==> src/dam_pkg.sv <==
package dam_pkg;

   localparam int          DIGITS        = 5;
   localparam int          CODE_W        = 5;
   localparam int          HOLD_NS       = 2000;
   localparam int          CLK_PERIOD_NS = 4;
   localparam int          HOLD_CYC      = (HOLD_NS + CLK_PERIOD_NS - 1)
                                           / CLK_PERIOD_NS;
   localparam int          HOLD_W        = $clog2(HOLD_CYC);
   localparam logic [3:0]  PRE_NONE      = 4'h0;
   localparam logic [3:0]  PRE_MINUS2    = 4'h8;
   localparam logic [3:0]  PRE_PLUS5     = 4'h5;
   localparam logic [3:0]  PRE_PLUS7     = 4'h7;
   localparam logic [3:0]  VAL_NINE      = 4'h9;
   localparam logic [3:0]  VAL_ZERO      = 4'h0;
   localparam logic [3:0]  VAL_FIVE      = 4'h5;
   localparam logic [3:0]  VAL_TEN       = 4'hA;
   localparam logic [24:0] OUT_RESET     = 25'h0000000;

   typedef logic [CODE_W-1:0] dam_code_t;
   typedef logic [3:0]        dam_val_t;

   // Decimal value of a five-bit digit code, parity bit ignored.
   function automatic dam_val_t dam_decode(input dam_code_t c);
      dam_val_t q;
      case (c[2:0])
         3'h1:    q = 4'h1;
         3'h2:    q = 4'h2;
         3'h7:    q = 4'h3;
         3'h6:    q = 4'h4;
         default: q = 4'h0;
      endcase
      return c[3] ? 4'(q + VAL_FIVE) : q;
   endfunction: dam_decode

   // Digit code from one-hot quinary, fives and parity.
   function automatic dam_code_t dam_encode(input logic [4:0] q,
                                            input logic       f,
                                            input logic       p);
      logic [2:0] b;
      b = 3'h0;
      if (q[1])
         b = 3'h1;
      else if (q[2])
         b = 3'h2;
      else if (q[3])
         b = 3'h7;
      else if (q[4])
         b = 3'h6;
      return {p, f, b};
   endfunction: dam_encode

endpackage: dam_pkg

==> src/dam_ctl_if.sv <==
interface dam_ctl_if;
   logic inc;
   logic dec;
   logic keep;
   modport src (output inc, output dec, output keep);
   modport dst (input inc, input dec, input keep);
endinterface: dam_ctl_if

==> src/dam_modifier.sv <==
// Function
// RQ1: Requests +00001, +97501, -00009 form the digit one increment control.
// RQ2: Requests -00001 and -00021 form the digit one decrement control.
// RQ3: Request -00010 is the digit one no-change control.
// RQ4: Each one-hot quinary position is gated with three controls and ORed.
// RQ5: Fives bit flips only on increment from four or nine or decrement from zero or five.
// RQ6: Digit one fives output follows the documented set cases.
// RQ7: Check bit inverts on change; digit one result parity marks even.
// RQ8: Digit two no-change control derived from digit one and request.
// RQ9: Digit two carry only when digit one is nine under increments.
// RQ10: Digit two borrow under -00009 unless digit one is nine, decrements at zero, or -00010.
// RQ11: Result is stored in output flops and held two microseconds.
// RQ12: Digit two parity bit is gated directly, never decoded.
// RQ13: Under -00021 digit two translates to its value minus two.
// RQ14: Under +97501 digits three and four translate plus five and seven.
// RQ15: Each input digit decodes to one-hot quinary, fives and parity.
// RQ16: The requester raises one request ahead of the modifier strobe; the sync model raises it together with the strobe.
// RQ17: At most one request may be active in any modification cycle.
module dam_modifier
(
   input  wire logic        SYS_CLK,
   input  wire logic        RSTN,
   input  wire logic        MOD_STROBE,
   input  wire logic        REQ_P1,
   input  wire logic        REQ_P97501,
   input  wire logic        REQ_M1,
   input  wire logic        REQ_M9,
   input  wire logic        REQ_M10,
   input  wire logic        REQ_M21,
   input  wire logic [24:0] ADDR_IN,
   output logic      [24:0] MODIFIED_DIGIT_OUT,
   output logic             ADDR_SEND,
   output logic             BUSY
);
   import dam_pkg::*;

   localparam logic [HOLD_W-1:0] HOLD_LAST = HOLD_W'(HOLD_CYC - 1);

   dam_code_t         digit_one_input;
   logic              second_digit_parity_in;
   logic              minus21_translate_ctl;
   logic              plus97501_ctl;
   logic              inc_grp;
   logic              dec_grp;
   logic              next_digit_no_change;
   logic              next_digit_add_carry;
   logic              next_digit_sub_borrow;
   logic [4:0]        inc_c;
   logic [4:0]        dec_c;
   logic [4:0]        keep_c;
   logic [4:0]        nine;
   logic [4:0]        zero;
   logic [3:0]        pre [DIGITS];
   dam_code_t         res [DIGITS];
   logic [HOLD_W-1:0] hold_cnt;

   ////////////////////////////////////////////////////////////////////////
   // Request grouping and translation controls.
   assign digit_one_input        = ADDR_IN[4:0];
   assign second_digit_parity_in = ADDR_IN[9];
   assign minus21_translate_ctl  = REQ_M21;
   assign plus97501_ctl          = REQ_P97501;
   assign inc_grp                = REQ_P1 | REQ_P97501;
   assign dec_grp                = REQ_M1 | REQ_M21;

   assign pre[0] = PRE_NONE;
   assign pre[1] = minus21_translate_ctl ? PRE_MINUS2 : PRE_NONE; // RQ13
   assign pre[2] = plus97501_ctl ? PRE_PLUS5 : PRE_NONE;          // RQ14
   assign pre[3] = plus97501_ctl ? PRE_PLUS7 : PRE_NONE;          // RQ14
   assign pre[4] = PRE_NONE;

   ////////////////////////////////////////////////////////////////////////
   // Digit one controls and the controls it sends to digit two.
   assign next_digit_no_change  = (dec_grp & ~zero[0])           // RQ8
                                | (REQ_M9 & nine[0])
                                | (inc_grp & ~nine[0]);
   assign next_digit_add_carry  = inc_grp & nine[0];             // RQ9
   assign next_digit_sub_borrow = (REQ_M9 & ~nine[0])            // RQ10
                                | (dec_grp & zero[0])
                                | REQ_M10;

   always_comb
   begin
      inc_c[0]  = inc_grp | REQ_M9;                              // RQ1
      dec_c[0]  = dec_grp;                                       // RQ2
      keep_c[0] = ~inc_c[0] & ~dec_c[0];                         // RQ3
      inc_c[1]  = next_digit_add_carry;
      dec_c[1]  = next_digit_sub_borrow;
      keep_c[1] = next_digit_no_change;
      for (int k = 2; k < DIGITS; k++)
      begin
         inc_c[k]  = inc_c[k-1] & nine[k-1];
         dec_c[k]  = dec_c[k-1] & zero[k-1];
         keep_c[k] = ~inc_c[k] & ~dec_c[k];
      end
      // The nine of the fifth modifying digit turns a carry into no change.
      if (plus97501_ctl)
      begin
         inc_c[4]  = 1'b0;
         keep_c[4] = inc_c[3] & nine[3];
         dec_c[4]  = ~keep_c[4];
      end
   end

   ////////////////////////////////////////////////////////////////////////
   // Five digit stages.
   for (genvar k = 0; k < DIGITS; k++)
   begin : g_digit
      dam_ctl_if ctl ();
      assign ctl.inc  = inc_c[k];
      assign ctl.dec  = dec_c[k];
      assign ctl.keep = keep_c[k];
      dam_digit u_digit
      (
         .code_in  (k == 1 ? {second_digit_parity_in, ADDR_IN[8:5]}
                           : ADDR_IN[k*CODE_W +: CODE_W]),
         .pre      (pre[k]),
         .ctl      (ctl),
         .code_out (res[k]),
         .is_nine  (nine[k]),
         .is_zero  (zero[k])
      );
   end

   ////////////////////////////////////////////////////////////////////////
   // Output storage and hold timing.
   always_ff @(posedge SYS_CLK or negedge RSTN)
   begin
      if (!RSTN)
         MODIFIED_DIGIT_OUT <= OUT_RESET;
      else if (MOD_STROBE)                                       // RQ16
         MODIFIED_DIGIT_OUT <= {res[4], res[3], res[2], res[1], res[0]};
   end

   always_ff @(posedge SYS_CLK or negedge RSTN)
   begin
      if (!RSTN)
      begin
         hold_cnt <= '0;
         BUSY     <= 1'b0;
      end
      else if (MOD_STROBE)
      begin
         hold_cnt <= HOLD_LAST;                                  // RQ11
         BUSY     <= 1'b1;
      end
      else if (BUSY)
      begin
         if (hold_cnt == '0)
            BUSY <= 1'b0;
         else
            hold_cnt <= hold_cnt - 1'b1;
      end
   end

   always_ff @(posedge SYS_CLK or negedge RSTN)
   begin
      if (!RSTN)
         ADDR_SEND <= 1'b0;
      else
         ADDR_SEND <= BUSY & (hold_cnt == '0) & ~MOD_STROBE;     // RQ11
   end

   ////////////////////////////////////////////////////////////////////////
   // Assertions.
   dam_val_t d1_in;
   dam_val_t d2_in;
   assign d1_in = dam_decode(digit_one_input);
   assign d2_in = dam_decode(ADDR_IN[9:5]);

   // Cycles since the last strobe, kept apart from the hold counter.
   logic [9:0] since_strobe;

   always_ff @(posedge SYS_CLK or negedge RSTN)
   begin
      if (!RSTN)
         since_strobe <= '0;
      else if (MOD_STROBE)
         since_strobe <= '0;
      else if (since_strobe != '1)
         since_strobe <= since_strobe + 10'h001;
   end
endmodule: dam_modifier

==> src/dam_digit.sv <==
module dam_digit
(
   input  wire dam_pkg::dam_code_t code_in,
   input  wire logic [3:0]         pre,
   dam_ctl_if.dst                  ctl,
   output dam_pkg::dam_code_t      code_out,
   output logic                    is_nine,
   output logic                    is_zero
);
   import dam_pkg::*;

   dam_val_t   raw;
   logic [4:0] sum;
   dam_val_t   val;
   logic [4:0] q;
   logic [4:0] next_q;
   logic       fives;
   logic       next_fives;
   logic       next_par;

   ////////////////////////////////////////////////////////////////////////
   // Translation, with the deliberate offset applied on the way in.
   assign raw   = dam_decode(code_in);                    // RQ15
   assign sum   = {1'b0, raw} + {1'b0, pre};               // RQ13 RQ14
   assign val   = (sum >= {1'b0, VAL_TEN}) ? 4'(sum - {1'b0, VAL_TEN})
                                           : sum[3:0];
   assign fives = (val >= VAL_FIVE);
   assign q     = 5'h01 << (fives ? 4'(val - VAL_FIVE) : val);

   ////////////////////////////////////////////////////////////////////////
   // Modification by add one, subtract one or no change.
   always_comb
   begin
      for (int i = 0; i < 5; i++)
      begin
         next_q[i] = (ctl.keep & q[i])                     // RQ4
                   | (ctl.inc & q[(i + 4) % 5])
                   | (ctl.dec & q[(i + 1) % 5]);
      end
   end

   assign next_fives = fives ^ ((ctl.inc & q[4])           // RQ5 RQ6
                              | (ctl.dec & q[0]));
   // The parity bit bypasses decoding and flips on change or odd offset, but not on both together.
   assign next_par   = code_in[4] ^ pre[0] ^ ~ctl.keep;    // RQ7 RQ12
   assign code_out   = dam_encode(next_q, next_fives, next_par);
   assign is_nine    = fives & q[4];
   assign is_zero    = ~fives & q[0];

endmodule: dam_digit

==> config.mk <==
export PLATFORM = sky130hd
export DESIGN_NAME = dam_modifier
export DESIGN_NICKNAME = d
export VERILOG_FILES = /design/src/dam_pkg.sv /design/src/dam_ctl_if.sv /design/src/dam_modifier.sv /design/src/dam_digit.sv
export SDC_FILE = /design/constraint.sdc
export NUM_CORES = 1
export LEC_CHECK = 0
export BUFFER_PORTS_ARGS = -buffer_cell sky130_fd_sc_hd__buf_2
export CAP_MARGIN = 30
export CORE_ASPECT_RATIO = 1.2
export CORE_MARGIN = 1
export CORE_UTILIZATION = 55
export CTS_CLUSTER_DIAMETER = 200
export DETAILED_ROUTE_END_ITERATION = 12
export GPL_ROUTABILITY_DRIVEN = 0
export PLACE_DENSITY = 0.81
export SYNTH_ARGS = -nofsm -noshare
export SYNTH_HDL_FRONTEND = slang
export SYNTH_SLANG_ARGS = --single-unit
==> constraint.sdc <==
create_clock -name SYS_CLK -period 2.7 [get_ports SYS_CLK]
set_input_delay 0 -clock SYS_CLK [delete_from_list [all_inputs] [get_ports SYS_CLK]]
set_output_delay 0 -clock SYS_CLK [all_outputs]
set_load 0.02 [all_outputs]
==> results.toml, run 1 <==
[run_status]
outcome = "stopped before the end"
haltStage = "5_1_grt"
firstError = "[ERROR GRT-0232] Routing congestion too high. Check the congestion heatmap in the GUI."

[yosys]
synth.avg_cell_area_sq_um = 7.61
ys_types = 80
yosysWarnings = 0
synth-seq-area-share = 0.201
synth_area_leader_cell = "dfrtp_1"
synth_fp_nets = 646
async_flop_share = 1.00
ys_ff_latch = 36
ys.flop_type = "dfrtp_1"
syn-instance-count = 588
synth_edf_count = 0
syn_area_sq_um = 4470
synth_top_area_frac = 0.201
ys_top_cells_by_area = "dfrtp_1 20%, ha_1 6.2%, nor2_1 5.2%"

[floorplanning]
die_w_um = 84.3
rows = 35
initial_core_util = 0.574
ios = 61
dieHeight_um = 101

[global_route]
grt-ovfl-total = 77
grt_max_degree = 37
track_usage = 0.771

[sta]
worst-ep-kind = "sequential cell input"
worstEndpointGrtRepair = "MODIFIED_DIGIT_OUT[21]$_DFFE_PN0P_/D"

[cts]
cts_buffers = 5
cts_buffer_depth = 2
cts.sinks = 36
root_buffer = "clkbuf_8"
htree_num_levels = 2

[placed_design]
io_buffers = 60
dpl_cell_area_sq_um = 6200
hpwl_um = 10800
dp_cells = 878
-- cell usage after synthesis, types with 7 or more instances --
| master | number |
|---|---|
| nand2b_1 | 13 |
| clkbuf_1 | 15 |
| and3_1 | 9 |
| nor3_1 | 14 |
| inv_1 | 27 |
| xor2_1 | 11 |
| or2_2 | 7 |
| and2_1 | 8 |
| dfrtp_1 | 36 |
| ha_1 | 22 |
| a21o_1 | 9 |
| or3_1 | 7 |
| a31oi_1 | 11 |
| mux2_2 | 9 |
| nor2b_1 | 12 |
| o21ai_0 | 35 |
| nand2_1 | 55 |
| a21oi_1 | 38 |
| nor2_1 | 62 |
| nand3_1 | 20 |
| xnor2_1 | 23 |
| o21a_1 | 8 |
| mux2i_1 | 10 |
-- cell families after synthesis --
group                    share of synthesized area
flip-flops                                   0.201
buffers and inverters                       0.0487
multiplexers                                0.0450
AND/OR/NAND/NOR                              0.283
AO/OA/AOI/OAI                                0.280
adder cells (fa/ha/maj)                     0.0705
XOR/XNOR                                    0.0716
-- what timing repair did --
item	CTS
pin swaps	59
hold endpoints to repair	36
buffers inserted	29
endpoints found under the setup margin	21
hold buffers	1
gates resized for setup	84
-- stage by stage --
step / TNS (ps) / setup WS, ps / hold WS, ps / utilization
global placement: -22770 / -1570 / 131 / 0.796
CTS: -16080 / -1180 / 88.4 / 0.888
floorplan: -18810 / -1520 / -296 / -
detailed placement: -26120 / -1710 / 147 / 0.796
-- layer usage --
metal  track usage  GRT overflow
met5         0.121             0
met4         0.893            29
met3         0.514             0
met2         0.989            46
met1         0.761             2
==> run 2: changes to the inputs <==
--- a/config.mk
+++ b/config.mk
@@ -7,13 +7,11 @@
 export LEC_CHECK = 0
 export BUFFER_PORTS_ARGS = -buffer_cell sky130_fd_sc_hd__buf_2
 export CAP_MARGIN = 30
-export CORE_ASPECT_RATIO = 1.2
 export CORE_MARGIN = 1
-export CORE_UTILIZATION = 55
-export CTS_CLUSTER_DIAMETER = 200
+export CORE_UTILIZATION = 40
 export DETAILED_ROUTE_END_ITERATION = 12
 export GPL_ROUTABILITY_DRIVEN = 0
-export PLACE_DENSITY = 0.81
+export PLACE_DENSITY_LB_ADDON = 0.15
 export SYNTH_ARGS = -nofsm -noshare
 export SYNTH_HDL_FRONTEND = slang
 export SYNTH_SLANG_ARGS = --single-unit
==> results.toml, run 2 <==
[placed_design]
hpwl_um = 10400
io_buffers = 60
dp_cells = 940
dpl_cell_area_sq_um = 6350

[cts]
cts_tree = "built"
clkTransAtPathRegs_ps = 80
cts_buffers = 5
clock_latency_ps = 300
htree_num_levels = 2
root_buffer = "clkbuf_8"
cts.sinks = 36
cts_buffer_depth = 2

[yosys]
ys_ff_latch = 36
netlist_top_cells_count = "62 x nor2_1, 55 x nand2_1, 38 x a21oi_1, 36 x dfrtp_1, 35 x o21ai_0"
synth_most_common_cell = "nor2_1"
synth_compound_area_frac = 0.280
synth_xor_area_frac = 0.0716
syn_area_sq_um = 4470
synth.avg_cell_area_sq_um = 7.61
yosys.area_share.simple = 0.283
async_flop_share = 1.00
ys.flop_type = "dfrtp_1"
syn-instance-count = 588
ys_top_cells_by_area = "dfrtp_1 20%, ha_1 6.2%, nor2_1 5.2%"
synth_fp_nets = 646
synth-seq-area-share = 0.201
synth_area_leader_cell = "dfrtp_1"
synth_edf_count = 0
synth_top_family_by_area = "simple AND/OR/NAND/NOR gates"
muxShareOfSynthArea = 0.0450
synth_top_area_frac = 0.201
ys_types = 80
synthAdderAreaFrac = 0.0705
yosysWarnings = 0

[run_status]
violations = "setup timing"
outcome = "complete, but fails checks"

[setup_path]
max_stage_delay_ps = 550
end_kind = "register"
crit_top_cell = "or4_4"
crit_start = "ADDR_IN[6]"
r2r_cells = 8
crit_type = "in -> reg"
crit_chain = "buf_8 > and4bb_2 > nor3_4 > ha_2 > fa_2 > or4_4 > o21a_4 > ha_4 > nand2_2 > or4_4 > a311o_1 > and4bb_4 > nand2_4 > a31oi_2 > o221a_4 > a31oi_1 > a221o_1"
worstPathArrival_ps = 4050
worst_path_max_delay_cell = "or4_4"
endpoint = "MODIFIED_DIGIT_OUT[21]"
worst_setup_path_start_kind = "primary input"
required_ps = 2890
cp_max_fo = 6
r2r-start = "hold_cnt[3]"
rr_endpoint = "hold_cnt[7]"
rrSetupSlack_ps = 510

[cells_and_area]
drive_gt1_frac = 0.485
area_delta_synth_final_pct = 63.9
layout_commonest_cell = "buf_4"
finalInstanceArea_sq_um = 7330
final_cell_count_no_fill = 983
largest_register_ffs = 25
reg_top3 = "MODIFIED_DIGIT_OUT: 25 flops, hold_cnt: 9 flops"
layout_common_cells = "197 x buf_4, 58 x nor2_1, 53 x buf_2"
regMostFlops = "MODIFIED_DIGIT_OUT"
antenna-diode-count = 0
utilization = 0.673
fin_nets = 900

[global_route]
grt_pass1_wl_um = 22300
grt_pass1_vias = 5006
grt_max_degree = 37
track_usage = 0.236
grt-ovfl-total = 0
grt_antenna_before_repair = 0

[drt]
drtIter0Drc = 266
via_per_inst = 5.39
drtAntennaViolNets = 0
vias = 5303
finalWirelength_um = 14200
wl_per_cell_um = 14.5
drtPass1Iterations = 5
drc = 0

[sta]
rsz0062_at_grt = "yes"
max_freq_mhz = 259
setup_viol = 19
hold_viol_final = 0
maxSlewHeadroom = 0.458
fin_ws_ps = -1160
slew_viol_final = 0
fin_crit_ps = 3860
fin_worst_skew_ps = 4.24
post-route-period-util = 1.43
tightest_slew_ps = 813

[floorplanning]
dieHeight_um = 108
die_w_um = 108
die_area_sq_um = 11600
core_sq_um = 10900
initial_core_util = 0.411
rows = 38
ios = 61

[power_and_ir_drop]
leakage_uw = 0.00334
power_density_nw_per_um2 = 515
ir_drop_v = 0.000356
p_total_uw = 3780

[flow_run]
drv_cap = 0

[hold_path]
hp-class = "in -> reg"
[run 2: critical path: cells and delay by family]
| kind | cells | cell delay (ps) |
|---|---|---|
| compound gates | 6 | 1260 |
| buf+inv | 1 | 100 |
| fa+ha+maj | 3 | 800 |
| simple gates | 7 | 1890 |
[run 2: worst min-delay path by stage]
stage | from | to | slack, ps | cells after the start
after global routing | ADDR_IN[14] | MODIFIED_DIGIT_OUT[14] | 90 | 4
final | ADDR_IN[4] | MODIFIED_DIGIT_OUT[4] | 70 | 3
after floorplan | RSTN | ADDR_SEND | -300 | 0
after detailed placement | RSTN | MODIFIED_DIGIT_OUT[24] | 150 | 1
after global placement | RSTN | MODIFIED_DIGIT_OUT[20] | 130 | 1
after CTS | ADDR_IN[4] | MODIFIED_DIGIT_OUT[4] | 80 | 3
[run 2: repair_timing]
item                                   4_1_cts  5_1_grt
buffers inserted                            20       16
setup endpoints to repair                   21       22
hold buffers                                 1        0
resized for setup                           72       59
endpoints found under the hold margin       36        0
pin swaps                                   37       33
[run 2: cell type report]
type                       instances  area, sq um
multi-input combinational        500         4070
fill                             916         3560
timing repair buffer             271         1990
sequential                        36          901
tap                              140          175
inverter                          28          108
clock buffer                       5         68.8
clock inverter                     3         18.8
[run 2: power breakdown]
part | switching (uW) | internal, uW | leakage [uW]
logic | 1310 | 1360 | 0.00288
registers | 68.6 | 652 | 0.000416
clock network | 208 | 180 | 0.0000479
[run 2: per-stage QoR]
| stage | hold WS (ps) | setup TNS (ps) | setup WS (ps) |
|---|---|---|---|
| after global routing | 94.2 | -18620 | -1260 |
| after CTS | 78.4 | -14540 | -1110 |
| after floorplan | -296 | -18810 | -1520 |
| after global placement | 131 | -23210 | -1590 |
| final | 72.7 | -16390 | -1160 |
| after detailed placement | 148 | -25120 | -1690 |
[run 2: cells by family after synthesis]
group | Yosys count
mux | 19
buf+inv | 52
simple gates | 242
flops | 36
compound gates | 180
xor+xnor | 35
fa+ha+maj | 24
[run 2: metal layers]
metal	vias up	global-route usage	wire length [um]
met2	117	0.447	7390
met5	-	0	0
met4	0	0.0636	223
met3	18	0.0200	429
li1	2664	-	-
met1	2504	0.280	6160
Power figures use the tool's default switching activity.
==> run 3: changes to the inputs <==
--- a/config.mk
+++ b/config.mk
@@ -9,9 +9,11 @@
 export CAP_MARGIN = 30
 export CORE_MARGIN = 1
 export CORE_UTILIZATION = 40
+export CTS_CLUSTER_SIZE = 10
 export DETAILED_ROUTE_END_ITERATION = 12
 export GPL_ROUTABILITY_DRIVEN = 0
 export PLACE_DENSITY_LB_ADDON = 0.15
 export SYNTH_ARGS = -nofsm -noshare
 export SYNTH_HDL_FRONTEND = slang
+export SYNTH_HIERARCHICAL = 1
 export SYNTH_SLANG_ARGS = --single-unit
==> results.toml, run 3 <==
[drt]
drtPass1Iterations = 9
finalWirelength_um = 18400
wl_per_cell_um = 14.8
drtAntennaViolNets = 0
drc = 2
vias = 6808
drtIter0Drc = 334
via_per_inst = 5.49

[cts]
htree_num_levels = 2
clock_latency_ps = 280
cts_buffer_depth = 2
cts.sinks = 36
root_buffer = "clkbuf_16"
cts_tree = "built"
cts_buffers = 5
clkTransAtPathRegs_ps = 60

[global_route]
use_met2 = 0.421
top_usage_layer = "met2"
grt_antenna_before_repair = 0
grt_max_degree = 40
track_usage = 0.220
grt-ovfl-total = 0
grt_pass1_vias = 6760
grt_pass1_wl_um = 29600
grt_use_met3 = 0.0204
grt_util_met1 = 0.259

[floorplanning]
core_sq_um = 15100
ios = 61
dieHeight_um = 126
rows = 45
die_area_sq_um = 15900
initial_core_util = 0.407
die_w_um = 126

[yosys]
yosysWarnings = 6
syn_area_sq_um = 6170
synth.avg_cell_area_sq_um = 8.41
syn-instance-count = 733

[cells_and_area]
regMostFlops = "MODIFIED_DIGIT_OUT"
layout_common_cells = "239 x buf_4, 58 x buf_2, 54 x nor2_1"
utilization = 0.615
layout_commonest_cell = "buf_4"
reg_top3 = "MODIFIED_DIGIT_OUT: 25 flops, hold_cnt: 9 flops"
largest_register_ffs = 25
area_delta_synth_final_pct = 51.0
drive_gt1_frac = 0.482
fin_nets = 1131
antenna-diode-count = 0

[sta]
finalSetupTns_ps = -52910
hold_viol_final = 0
post-route-period-util = 1.93
maxSlewHeadroom = 0.401
slew_viol_final = 0
fin_crit_ps = 5220
max_freq_mhz = 192
rsz0062_at_grt = "yes"
fin_worst_skew_ps = 5.40
fin_ws_ps = -2520
setup_viol = 24
tightest_slew_ps = 899

[power_and_ir_drop]
leakage_uw = 0.00422
ir_drop_v = 0.000572
power_density_nw_per_um2 = 974

[placed_design]
hpwl_um = 14000
io_buffers = 60
pre_cts_ws_ps = -2930

[setup_path]
worstPathArrival_ps = 5440
required_ps = 2920
max_stage_delay_ps = 490
cp_max_fo = 6
end_kind = "register"
crit_type = "in -> reg"
crit_top_cell = "buf_4"
worst_setup_path_start_kind = "primary input"
worst_path_max_delay_cell = "fa_2"

[hold_path]
hp-class = "in -> reg"

[flow_run]
drv_cap = 0

[run_status]
outcome = "complete, but fails checks"
violations = "DRC, setup timing"
[run 3: path summary, 6_finish.rpt]
kind                                        start                      to  slack, ps  depth (start not counted)
max                                    ADDR_IN[2]  MODIFIED_DIGIT_OUT[17]      -2520                         30
min                                    ADDR_IN[9]   MODIFIED_DIGIT_OUT[9]        160                          4
max reg2reg                           hold_cnt[0]             hold_cnt[1]        830                          5
min reg2reg                MODIFIED_DIGIT_OUT[19]  MODIFIED_DIGIT_OUT[19]        500                          1
max in group asynchronous                    RSTN  MODIFIED_DIGIT_OUT[24]       1750                          2
min in group asynchronous                    RSTN  MODIFIED_DIGIT_OUT[16]        380                          2
[run 3: layout make-up]
class	count	area (sq um)
fill	1238	5840
inverter	39	146
multi-input combinational	654	5580
timing repair buffer	315	2300
tap	188	235
sequential	36	901
clock inverter	2	13.8
clock buffer	6	139
[run 3: worst max-delay path: cells and delay by family]
| kind | cells | cell delay [ps] |
|---|---|---|
| AOI/OAI and AO/OA | 8 | 1480 |
| and+or+nand+nor | 7 | 1130 |
| adders and majority gates | 4 | 1050 |
| buffers and inverters | 7 | 960 |
| muxes | 3 | 640 |
| xor gates and xnor gates | 1 | 140 |
[run 3: routing by layer]
layer  share of wire  routed length, um
met1            0.43               7940
met2            0.53               9660
met3           0.023                424
met4           0.020                365
met5               0                  0
[run 3: report_power, final]
group,internal [uW],switching (uW)
logic,4060,3620
clock network,369,238
registers,707,78.0
total,5130,3930
[run 3: metrics by stage]
step	std cells	cell area (sq um)	total power, uW	hold WS [ps]
global route	1240	9310	9700	176
finish	1240	9310	9060	164
CTS	1215	8880	8480	163
global placement	1192	8350	7190	154
detailed placement	1192	8350	7390	170
floorplan	753	6370	5000	-296
[run 3: repair_timing]
action | CTS | global route
endpoints found under the setup margin | 24 | 24
pin swaps | 45 | 30
resized for setup | 63 | 63
endpoints found under the hold margin | 36 | 0
buffers inserted | 15 | 27
hold buffers | 1 | 0
